[src/pmc2_pkg.sv]
// Constants for the C2 pin control and PCI interrupt steering block
package pmc2_pkg;

  // ----------------------------------------------------------------
  // Register byte offsets and dword indices
  // ----------------------------------------------------------------
  localparam logic [7:0] OFS_PIN_CTRL  = 8'h50;
  localparam logic [7:0] OFS_TRIG_SEL  = 8'h54;
  localparam logic [7:0] OFS_STEERING  = 8'h56;
  localparam logic [5:0] DW_PIN_CTRL   = OFS_PIN_CTRL[7:2];
  localparam logic [5:0] DW_IRQ_CTRL   = OFS_TRIG_SEL[7:2];

  // ----------------------------------------------------------------
  // Field positions
  // ----------------------------------------------------------------
  localparam int C2_CACHE_SLEEP_BIT = 0;
  localparam int C2_DRAM_STOP_BIT   = 1;
  localparam int C2_MASTER_BIT      = 2;
  localparam int C2_CPU_STOP_BIT    = 3;
  localparam int C2_BYTE_LSB        = 0;
  localparam int C3_BYTE_LSB        = 8;
  localparam int POS_BYTE_LSB       = 16;
  localparam int THERM_BYTE_LSB     = 24;
  localparam int TRIG_LSB           = 0;
  localparam int TRIG_W             = 4;
  localparam int STEER_LSB          = 16;
  localparam int ROUTE_W            = 4;
  localparam int NUM_LINES          = 4;
  localparam int NUM_IRQ            = 16;

  // ----------------------------------------------------------------
  // Reset values
  // ----------------------------------------------------------------
  localparam logic [31:0] PIN_CTRL_RST = 32'h0000_0001;
  localparam logic [3:0]  TRIG_RST     = 4'h0;
  localparam logic [15:0] STEER_RST    = 16'h0000;
  localparam logic [3:0]  ROUTE_NONE   = 4'h0;

  // Routing code to controller input; code 0 is never looked up
  localparam logic [3:0] ROUTE_LUT [NUM_IRQ] = '{
    4'h0, 4'h1, 4'h2, 4'h3, 4'h4, 4'h5, 4'h6, 4'h7,
    4'h8, 4'h9, 4'hA, 4'hB, 4'hC, 4'hD, 4'hE, 4'hF
  };

endpackage

[src/pmc2_irq_cond.sv]
// One PCI interrupt line: pin synchroniser and trigger conditioning
`timescale 1ns/10ps
`default_nettype none

module pmc2_irq_cond
(
  input  wire logic clk_i,
  input  wire logic rst_i,
  input  wire logic pin_i,
  input  wire logic edge_sel_i,
  output logic      req_o
);

  typedef struct packed {
    logic s1;
    logic s2;
    logic prev;
    logic req;
  } pmc2_cond_t;

  pmc2_cond_t cur;
  pmc2_cond_t next_cur;

  // Level mode asserts while the pin is low; edge mode pulses on a rise
  always_comb
  begin
    next_cur      = cur;
    next_cur.s1   = pin_i;
    next_cur.s2   = cur.s1;
    next_cur.prev = cur.s2;
    if (edge_sel_i)
      next_cur.req = cur.s2 & ~cur.prev;
    else
      next_cur.req = ~cur.s2;
  end

  // State register; pin idles high
  always_ff @(posedge clk_i or posedge rst_i)
  begin
    if (rst_i)
      cur <= '{s1: 1'b1, s2: 1'b1, prev: 1'b1, req: 1'b0};
    else
      cur <= next_cur;
  end

  assign req_o = cur.req;
endmodule
`default_nettype wire

[src/pmc2_top.sv]
// C2 low-power pin enables and PCI interrupt trigger and steering registers
// Operation
// - cpu_stop_c2_enable drives active-low CPU stop in C2 when its function selected.
// - c2_master_enable drives active-low stop clock during C2.
// - Without c2_master_enable, no other C2 low-power output asserts.
// - dram_stop_c2_enable drives active-low DRAM stop in C2 when function selected.
// - cache_sleep_c2_enable, reset 1, drives active-high cache sleep in C2 when its function selected.
// - Byte 0 holds C2 enables, byte 1 C3, byte 2 power-on suspend.
// - Byte 3 controls automatic thermal throttling on CPU over-temperature.
// - Trigger select bit 0: line active-low level triggered; reset state.
// - Trigger select bit 1: line active-high edge triggered.
// - Trigger select bits 7 to 4 read as zero.
// - Four-bit steering field per line routes it to interrupt controller.
`timescale 1ns/10ps
`default_nettype none

module pmc2_top
(
  input  wire logic        clk_i,
  input  wire logic        rst_i,
  input  wire logic [7:0]  cfg_addr_i,
  input  wire logic        cfg_wr_i,
  input  wire logic        cfg_rd_i,
  input  wire logic [3:0]  cfg_be_i,
  input  wire logic [31:0] cfg_wdata_i,
  output logic      [31:0] cfg_rdata_o,
  input  wire logic        c2_state_i,
  input  wire logic        cpu_stop_fn_sel_i,
  input  wire logic        dram_stop_fn_sel_i,
  input  wire logic        cache_sleep_fn_sel_i,
  input  wire logic        pci_int_a_pin_i,
  input  wire logic        pci_int_b_pin_i,
  input  wire logic        pci_int_c_pin_i,
  input  wire logic        pci_int_d_pin_i,
  output logic             stop_clock_n_o,
  output logic             cpu_stop_n_o,
  output logic             dram_stop_n_o,
  output logic             cache_sleep_o,
  output logic      [7:0]  c3_enables_o,
  output logic      [7:0]  pos_enables_o,
  output logic      [7:0]  thermal_ctrl_o,
  output logic      [15:0] pic_irq_o
);

  // ----------------------------------------------------------------
  // State
  // ----------------------------------------------------------------
  typedef struct packed {
    logic [31:0] pin_ctrl;
    logic [3:0]  trig_sel;
    logic [15:0] steering;
    logic [31:0] rdata;
    logic        stop_clock_n;
    logic        cpu_stop_n;
    logic        dram_stop_n;
    logic        cache_sleep;
    logic [15:0] irq;
  } pmc2_state_t;

  pmc2_state_t cur;
  pmc2_state_t next_cur;

  logic [pmc2_pkg::NUM_LINES-1:0] pins;
  logic [pmc2_pkg::NUM_LINES-1:0] line_req;
  logic [7:0]                     c2_byte;
  logic                           c2_live;
  logic                           hit_pin;
  logic                           hit_irq;

  assign pins     = {pci_int_d_pin_i, pci_int_c_pin_i, pci_int_b_pin_i, pci_int_a_pin_i};
  assign c2_byte  = cur.pin_ctrl[pmc2_pkg::C2_BYTE_LSB +: 8];
  assign c2_live  = c2_state_i & c2_byte[pmc2_pkg::C2_MASTER_BIT];
  assign hit_pin  = (cfg_addr_i[7:2] == pmc2_pkg::DW_PIN_CTRL);
  assign hit_irq  = (cfg_addr_i[7:2] == pmc2_pkg::DW_IRQ_CTRL);

  // ----------------------------------------------------------------
  // Per-line trigger conditioning
  // ----------------------------------------------------------------
  genvar g;
  generate
    for (g = 0; g < pmc2_pkg::NUM_LINES; g++)
    begin : g_line
      pmc2_irq_cond u_cond
      (
        .clk_i      (clk_i),
        .rst_i      (rst_i),
        .pin_i      (pins[g]),
        .edge_sel_i (cur.trig_sel[g]),
        .req_o      (line_req[g])
      );
    end
  endgenerate

  // Register access, pin outputs and interrupt steering
  always_comb
  begin
    logic [3:0] code;
    code     = pmc2_pkg::ROUTE_NONE;
    next_cur = cur;
    // Writes by byte lane
    if (cfg_wr_i && hit_pin)
    begin
      for (int b = 0; b < 4; b++)
        if (cfg_be_i[b])
          next_cur.pin_ctrl[8*b +: 8] = cfg_wdata_i[8*b +: 8];
    end
    if (cfg_wr_i && hit_irq)
    begin
      if (cfg_be_i[0])
        next_cur.trig_sel = cfg_wdata_i[pmc2_pkg::TRIG_LSB +: pmc2_pkg::TRIG_W];
      if (cfg_be_i[2])
        next_cur.steering[7:0] = cfg_wdata_i[pmc2_pkg::STEER_LSB +: 8];
      if (cfg_be_i[3])
        next_cur.steering[15:8] = cfg_wdata_i[pmc2_pkg::STEER_LSB + 8 +: 8];
    end
    // Read data; unmapped dwords and reserved bits read zero
    if (cfg_rd_i)
    begin
      if (hit_pin)
        next_cur.rdata = cur.pin_ctrl;
      else if (hit_irq)
        next_cur.rdata = {cur.steering, 8'h00, 4'h0, cur.trig_sel};
      else
        next_cur.rdata = 32'h0000_0000;
    end
    // C2 low-power outputs, all gated by the master enable
    next_cur.stop_clock_n = ~c2_live;
    next_cur.cpu_stop_n   = ~(c2_live & c2_byte[pmc2_pkg::C2_CPU_STOP_BIT]
                              & cpu_stop_fn_sel_i);
    next_cur.dram_stop_n  = ~(c2_live & c2_byte[pmc2_pkg::C2_DRAM_STOP_BIT]
                              & dram_stop_fn_sel_i);
    next_cur.cache_sleep  = c2_live & c2_byte[pmc2_pkg::C2_CACHE_SLEEP_BIT]
                            & cache_sleep_fn_sel_i;
    // Steer each line to its controller input
    next_cur.irq = 16'h0000;
    for (int l = 0; l < pmc2_pkg::NUM_LINES; l++)
    begin
      code = cur.steering[pmc2_pkg::ROUTE_W*l +: pmc2_pkg::ROUTE_W];
      if (code != pmc2_pkg::ROUTE_NONE)
        next_cur.irq[pmc2_pkg::ROUTE_LUT[code]] = next_cur.irq[pmc2_pkg::ROUTE_LUT[code]]
                                                  | line_req[l];
    end
  end

  // State register
  always_ff @(posedge clk_i or posedge rst_i)
  begin
    if (rst_i)
    begin
      cur              <= '0;
      cur.pin_ctrl     <= pmc2_pkg::PIN_CTRL_RST;
      cur.trig_sel     <= pmc2_pkg::TRIG_RST;
      cur.steering     <= pmc2_pkg::STEER_RST;
      cur.stop_clock_n <= 1'b1;
      cur.cpu_stop_n   <= 1'b1;
      cur.dram_stop_n  <= 1'b1;
    end
    else
      cur <= next_cur;
  end

  // Outputs
  assign cfg_rdata_o    = cur.rdata;
  assign stop_clock_n_o = cur.stop_clock_n;
  assign cpu_stop_n_o   = cur.cpu_stop_n;
  assign dram_stop_n_o  = cur.dram_stop_n;
  assign cache_sleep_o  = cur.cache_sleep;
  assign c3_enables_o   = cur.pin_ctrl[pmc2_pkg::C3_BYTE_LSB +: 8];
  assign pos_enables_o  = cur.pin_ctrl[pmc2_pkg::POS_BYTE_LSB +: 8];
  assign thermal_ctrl_o = cur.pin_ctrl[pmc2_pkg::THERM_BYTE_LSB +: 8];
  assign pic_irq_o      = cur.irq;
endmodule
`default_nettype wire

[config.mk]
export PLATFORM = sky130hd
export DESIGN_NAME = pmc2_top
export DESIGN_NICKNAME = d
export VERILOG_FILES = /design/src/pmc2_pkg.sv /design/src/pmc2_irq_cond.sv /design/src/pmc2_top.sv
export SDC_FILE = /design/constraint.sdc
export NUM_CORES = 1
export LEC_CHECK = 0
export ABC_AREA = 1
export CAP_MARGIN = 40
export CORE_ASPECT_RATIO = 1.25
export CORE_UTILIZATION = 64
export DETAILED_ROUTE_END_ITERATION = 16
export DONT_BUFFER_PORTS = 1
export GPL_TIMING_DRIVEN = 1
export PLACE_DENSITY_LB_ADDON = 0.3
export SLEW_MARGIN = 30
export SYNTH_ARGS = -nofsm -noshare
export SYNTH_HDL_FRONTEND = slang
export SYNTH_SLANG_ARGS = --single-unit
[constraint.sdc]
create_clock -name clk_i -period 4.3 [get_ports clk_i]
set_input_delay 0.645 -clock clk_i [delete_from_list [all_inputs] [get_ports clk_i]]
set_output_delay 0.645 -clock clk_i [all_outputs]
set_load 0.02 [all_outputs]
# After elaboration in Yosys (flattened, before gate mapping)
# Memory sizes are Yosys's and may differ from the RTL's.
# Cells that the tools add are included.
# word_totals
out_inout_bits	76
rom_bits	272
elab_cells	132
register_bits	120
inputBits	56
mem_count	5
# op_classes
magnitude_cmp	12
n_bitwise	31
reduce_logical	17
mux	36
eq_ne	2
# mem_list
name	words	width	rd	rd_clocked_by_memory_dff	write_ports	line	text
(no name shown)	16	4	1	0	0	pmc2_top.sv:140	next_cur.irq[pmc2_pkg::ROUTE_LUT[code]] = next_cur.irq[pmc2_pkg::ROUTE_LUT[code]]
(no name shown)	16	4	1	0	0	pmc2_top.sv:140	
(no name shown)	16	4	1	0	0	pmc2_top.sv:140	
(no name shown)	16	4	1	0	0	pmc2_top.sv:140	
(no name shown)	16	1	1	0	0	pmc2_top.sv:140	
# ops
operator	n
$mux W16	4
$mux W32	2
$bwmux W16	3
$mux W4	8
$ge A5 B5 Y1 const B	4
$lt A4 B5 Y1 const B	4
$not A4 Y5	4
$and A16 B16 Y16	1
$demux W1 S4	4
$ge A4 B1 Y1 const B	4
$reduce_bool A4 Y1	4
$reduce_and A2 Y1	7
$bmux W1 S4	3
$eq A6 B5 Y1 const B	2
$mux W1	12
$and A1 B1 Y1	11
$not A1 Y1	11
$logic_and A1 B1 Y1	6
$or A1 B1 Y1	4

# Depth between registers and ports, before layout
# depth
depth_word	25
mapped_depth	27
depth_no_buf	23

# Modules after synthesis
# From an unflattened synthesis, not the netlist that was laid out.
# unflattened
cells_unflattened	842
hier_area_um2	6520.0
# modules_own_cells
module	cells_each	instances	area_each_um2	seq_area_each_um2
pmc2_top	798	1	5994.5	2607.5
pmc2_irq_cond	11	4	131.4	103.8

# Worst setup path before layout
# OpenSTA, ideal clock, no wires.
# synth_path
path_type	register -> register
from	reg cur[57] (netlist bit)
to	reg cur, in the netlist pic_irq_o[3]
setup_slack_ns	1.493
path_buffers	3
synth_period_minus_slack_ns	2.807
arrival_ns	2.690
setup_time_ns	0.117
path_stages_with_launch	26
t_required_ns	4.183
path_cell_list	dfrtp_1 nand2_1 inv_2 nand3_1 nand2_1 o21bai_1 nand3_1 nor2_4 buf_4 nand2_1 nand3_1 nand2_1 nor2_1 nor2_1 nor2_4 buf_6 nand3_1 nand3_1 nand2_1 nor2_1 nor2_1 nor2_1 nand2_2 buf_4 nand2_1 nand2_1
# synth_lines
item	line	text
start, declared	pmc2_top.sv:60	pmc2_state_t cur;
start signal, assigned	pmc2_top.sv:159	cur <= next_cur;

==> impl_metrics.csv <==
group,metric,value,unit
timing,rsz0062_at_grt,"false",
power_and_ir_drop,p_comb_share,8.5,%
run_status,run_status,"finished, final reports clean",
logic_synthesis,yosysTopAreaCell,"dfrtp_1",
cells_and_area,final_area,6569,µm²
timing,period_share,79.22,%
setup_path,cpLargestDelayFamily,"simple AND/OR/NAND/NOR gates",
setup_path,critPathLaunch,"cur[57]",
power_and_ir_drop,p_leak,3.026,nW
floorplan,dieArea,10530,µm²
clocking,cts_sinks,120,
floorplan,ios,132,
logic_synthesis,netlist.area_leader.share,40.18,%
clocking,cts_resized,0,
power_and_ir_drop,power,2.911,mW
clocking,htreeDepth,4,
clocking,cts_made_buffers,17,
clocking,cts_tree,"built",
logic_synthesis,synth-seq-cells,120,
setup_path,crit_fanout,15,
floorplan,die_h,114.5,µm
power_and_ir_drop,p_int,2.090,mW
cells_and_area,multiInputGateArea,2522,µm²
floorplan,start_util,66.71,%
route,routed_wl,14880,µm
floorplan,core_area,9709,µm²
timing,setup_viol,0,
route,dr.first_iter.drc_count,283,
setup_path,worst_ep_required_time,4590,ps
route,vias,5113,
timing,hold_viol,0,
timing,slew_headroom,45.57,%
logic_synthesis,yosysWarnings,0,
power_and_ir_drop,ir_worst_vdd,0.3141,mV
setup_path,critPathLaunchType,"flop",
cells_and_area,seqCellArea,3023,µm²
floorplan,fp-row-count,40,
power_and_ir_drop,seqPwrFrac,45.8,%
global_routing,grt_max_degree,54,
setup_path,max_stage_delay,440,ps
route,drc,0,
placement,dp_hpwl,10800,µm
clocking,clk_pin_slew,60,ps
logic_synthesis,syn_inst,831,
setup_path,cp.buffers_inverters,1,
timing,clock_skew,9.652,ps
cells_and_area,final_cell_mix,"nand2_1 (191), nor2_1 (117), dfrtp_1 (104), o21ai_0 (71), inv_1 (66)",
cells_and_area,drive_gt1_share,9.339,%
timing,fmax,293.5,MHz
clocking,cts_setup_buffers,0,
clocking,clk_path_buf_depth,2,
logic_synthesis,synthTopCellsByArea,"dfrtp_1 (40%), nand2_1 (11%), buf_4 (8.6%)",
logic_synthesis,synth_area,6477,µm²
setup_path,reg2reg_setup_slack,890,ps
global_routing,grt_pass1_wl,24870,µm
setup_path,crit_chain,"nand2_1, inv_2, nand3_1, nand2_1, o21bai_1, nand3_1, nor2_4, nand2_1, nand3_1, nand2_1, nor2_1, nor2_1, nor2_4, nand3_1, nand3_1, nand2_1, nor2_1, nor2_1, nor2_1, nand2_2, nand2_1, nand2_1",
job,cap_viol_max_count,0,
setup_path,crit_slowest_cell,"dfrtp_1",
placement,dpl-instance-area,6017,µm²
floorplan,fp.dieW,91.98,µm
cells_and_area,layout.nets,814,
power_and_ir_drop,p_clk_share,45.8,%
cells_and_area,n_antenna_cell,0,
global_routing,grt_pass1_vias,5125,
setup_path,crit_type,"reg2reg",
route,dr.pass1.iters,4,
route,viasPerCell,5.700,
cells_and_area,fillers,808,
clocking,cts_hold_buffers,0,
clocking,cts_root_buf,"clkbuf_16",
timing,fin_tns_setup,0,ps
global_routing,gr-total-overflow,0,
power_and_ir_drop,power_switching,820.8,µW
global_routing,antenna_found_initial,0,
timing,tightest_slew,815.6,ps
route,final_antenna_net_count,0,
placement,gp_congestion,0.9091,
timing,finalMaxSlewViolations,0,
timing,period_needed,3407,ps
logic_synthesis,synthesis.nets,887,
setup_path,timing.rr.start,"cur[57]",
logic_synthesis,avgSynthCellArea,7.795,µm²
power_and_ir_drop,switching_share,28.20,%
logic_synthesis,synth.distinct_cells,27,
min_path,hp-class,"in2async",
cells_and_area,layout_commonest_cell,"nand2_1",
cells_and_area,area_growth,1.410,%
placement,port_buffers,0,
global_routing,grtUsageTotal,30.58,%
setup_path,cp.arrival,3700,ps
setup_path,critPathMostFrequentCell,"nand2_1",
timing,hold_ws,179.4,ps
logic_synthesis,ys_seq_area_share,46.67,%
clocking,clk_latency,420,ps
power_and_ir_drop,power.density,443.1,nW/µm²
route,routedWlPerCell,16.59,µm
setup_path,cp-end-kind,"flop",
-- cell usage after synthesis --
library cell  instances
nor2_4                3
mux2_2                8
o21ai_0              71
nand3b_1             19
nor2_1              117
nand4_1              23
or2_2                 2
a31oi_1              20
clkbuf_1             19
o21ai_1               2
a21oi_1               5
inv_1                67
buf_4                74
nand2_2               1
o31ai_1               4
nand3_1              64
dfstp_2              16
nand3_2               1
o21bai_1              1
dfrtp_1             104
conb_1                1
buf_1                 1
inv_2                 6
buf_6                 2
buf_2                 1
o22ai_1               8
nand2_1             191
-- power by group through the flow --
stage	combinational, mW	sequential (mW)	clock, mW
3_3_place_gp	0.237	1.35	0
3_5_place_dp	0.246	1.35	0
5_1_grt	0.285	1.34	1.39
4_1_cts	0.248	1.33	1.34
6_report	0.246	1.33	1.33
2_1_floorplan	0.318	1.27	0
-- area by class of cell --
class / instances / share of cell area, %
clock buffer: 21 / 6.857
clock inverter: 11 / 1.543
inverter: 73 / 4.210
multi-input combinational: 541 / 38.40
sequential: 120 / 46.02
tap: 126 / 2.400
timing repair buffer: 5 / 0.5714
-- worst paths after layout --
check | endpoint | cells after the start
setup / recovery | pic_irq_o[4] | 22
hold / removal | pic_irq_o[0] | 1
setup reg to reg | pic_irq_o[4] | 22
hold reg to reg | g_line[3].u_cond.cur[2] | 0
max in group asynchronous | g_line[2].u_cond.cur[3] | 2
min in group clk_i | g_line[3].u_cond.cur[3] | 0
-- cell families (layout without fill, tap and decap cells) --
group / after synthesis / after routing / share of synthesized area (%)
other cells: 1 / 1 / 0.05789
compound gates: 111 / 111 / 9.310
mux: 8 / 8 / 1.391
simple gates: 421 / 421 / 28.18
flops: 120 / 120 / 46.67
buf+inv: 170 / 110 / 14.39
-- sequential cells by signal, summed over array words and instances (netlist names), 8 cells and up --
| signal | count |
|---|---|
| cur | 20 |
| pos_enables_o | 8 |
| c3_enables_o | 8 |
| thermal_ctrl_o | 8 |
| cfg_rdata_o | 32 |
| g_line.u_cond.cur | 12 |
| pic_irq_o | 16 |
| c2_byte | 8 |
-- worst register-to-register path: stages, from the launching register on --
cell and delay [ps]:
dfrtp_1 440, nand2_1 300, inv_2 100, nand3_1 100
nand2_1 60, o21bai_1 140, nand3_1 120, nor2_4 280
nand2_1 130, nand3_1 90, nand2_1 90, nor2_1 110
nor2_1 70, nor2_4 280, nand3_1 150, nand3_1 110
nand2_1 90, nor2_1 110, nor2_1 40, nor2_1 120
nand2_2 180, nand2_1 110, nand2_1 60
-- stage by stage --
stage / setup WS [ps] / cells / utilization, %
after floorplan: 495.7 / 831 / -
after global placement: 936.1 / 865 / 61.97
after detailed placement: 942.8 / 865 / 61.97
after CTS: 924.5 / 897 / 67.65
after global routing: 533.3 / 897 / 67.65
final: 893.4 / 897 / 67.65
-- routing by layer --
layer,up-vias,global-route usage (%),part of all wire (%)
met5,-,0,0
met4,0,16.56,4.0
met3,47,6.441,5.8
met2,198,53.48,51
met1,2374,34.99,39
li1,2494,-,-
Note: power is estimated with default switching activity, not from simulation.
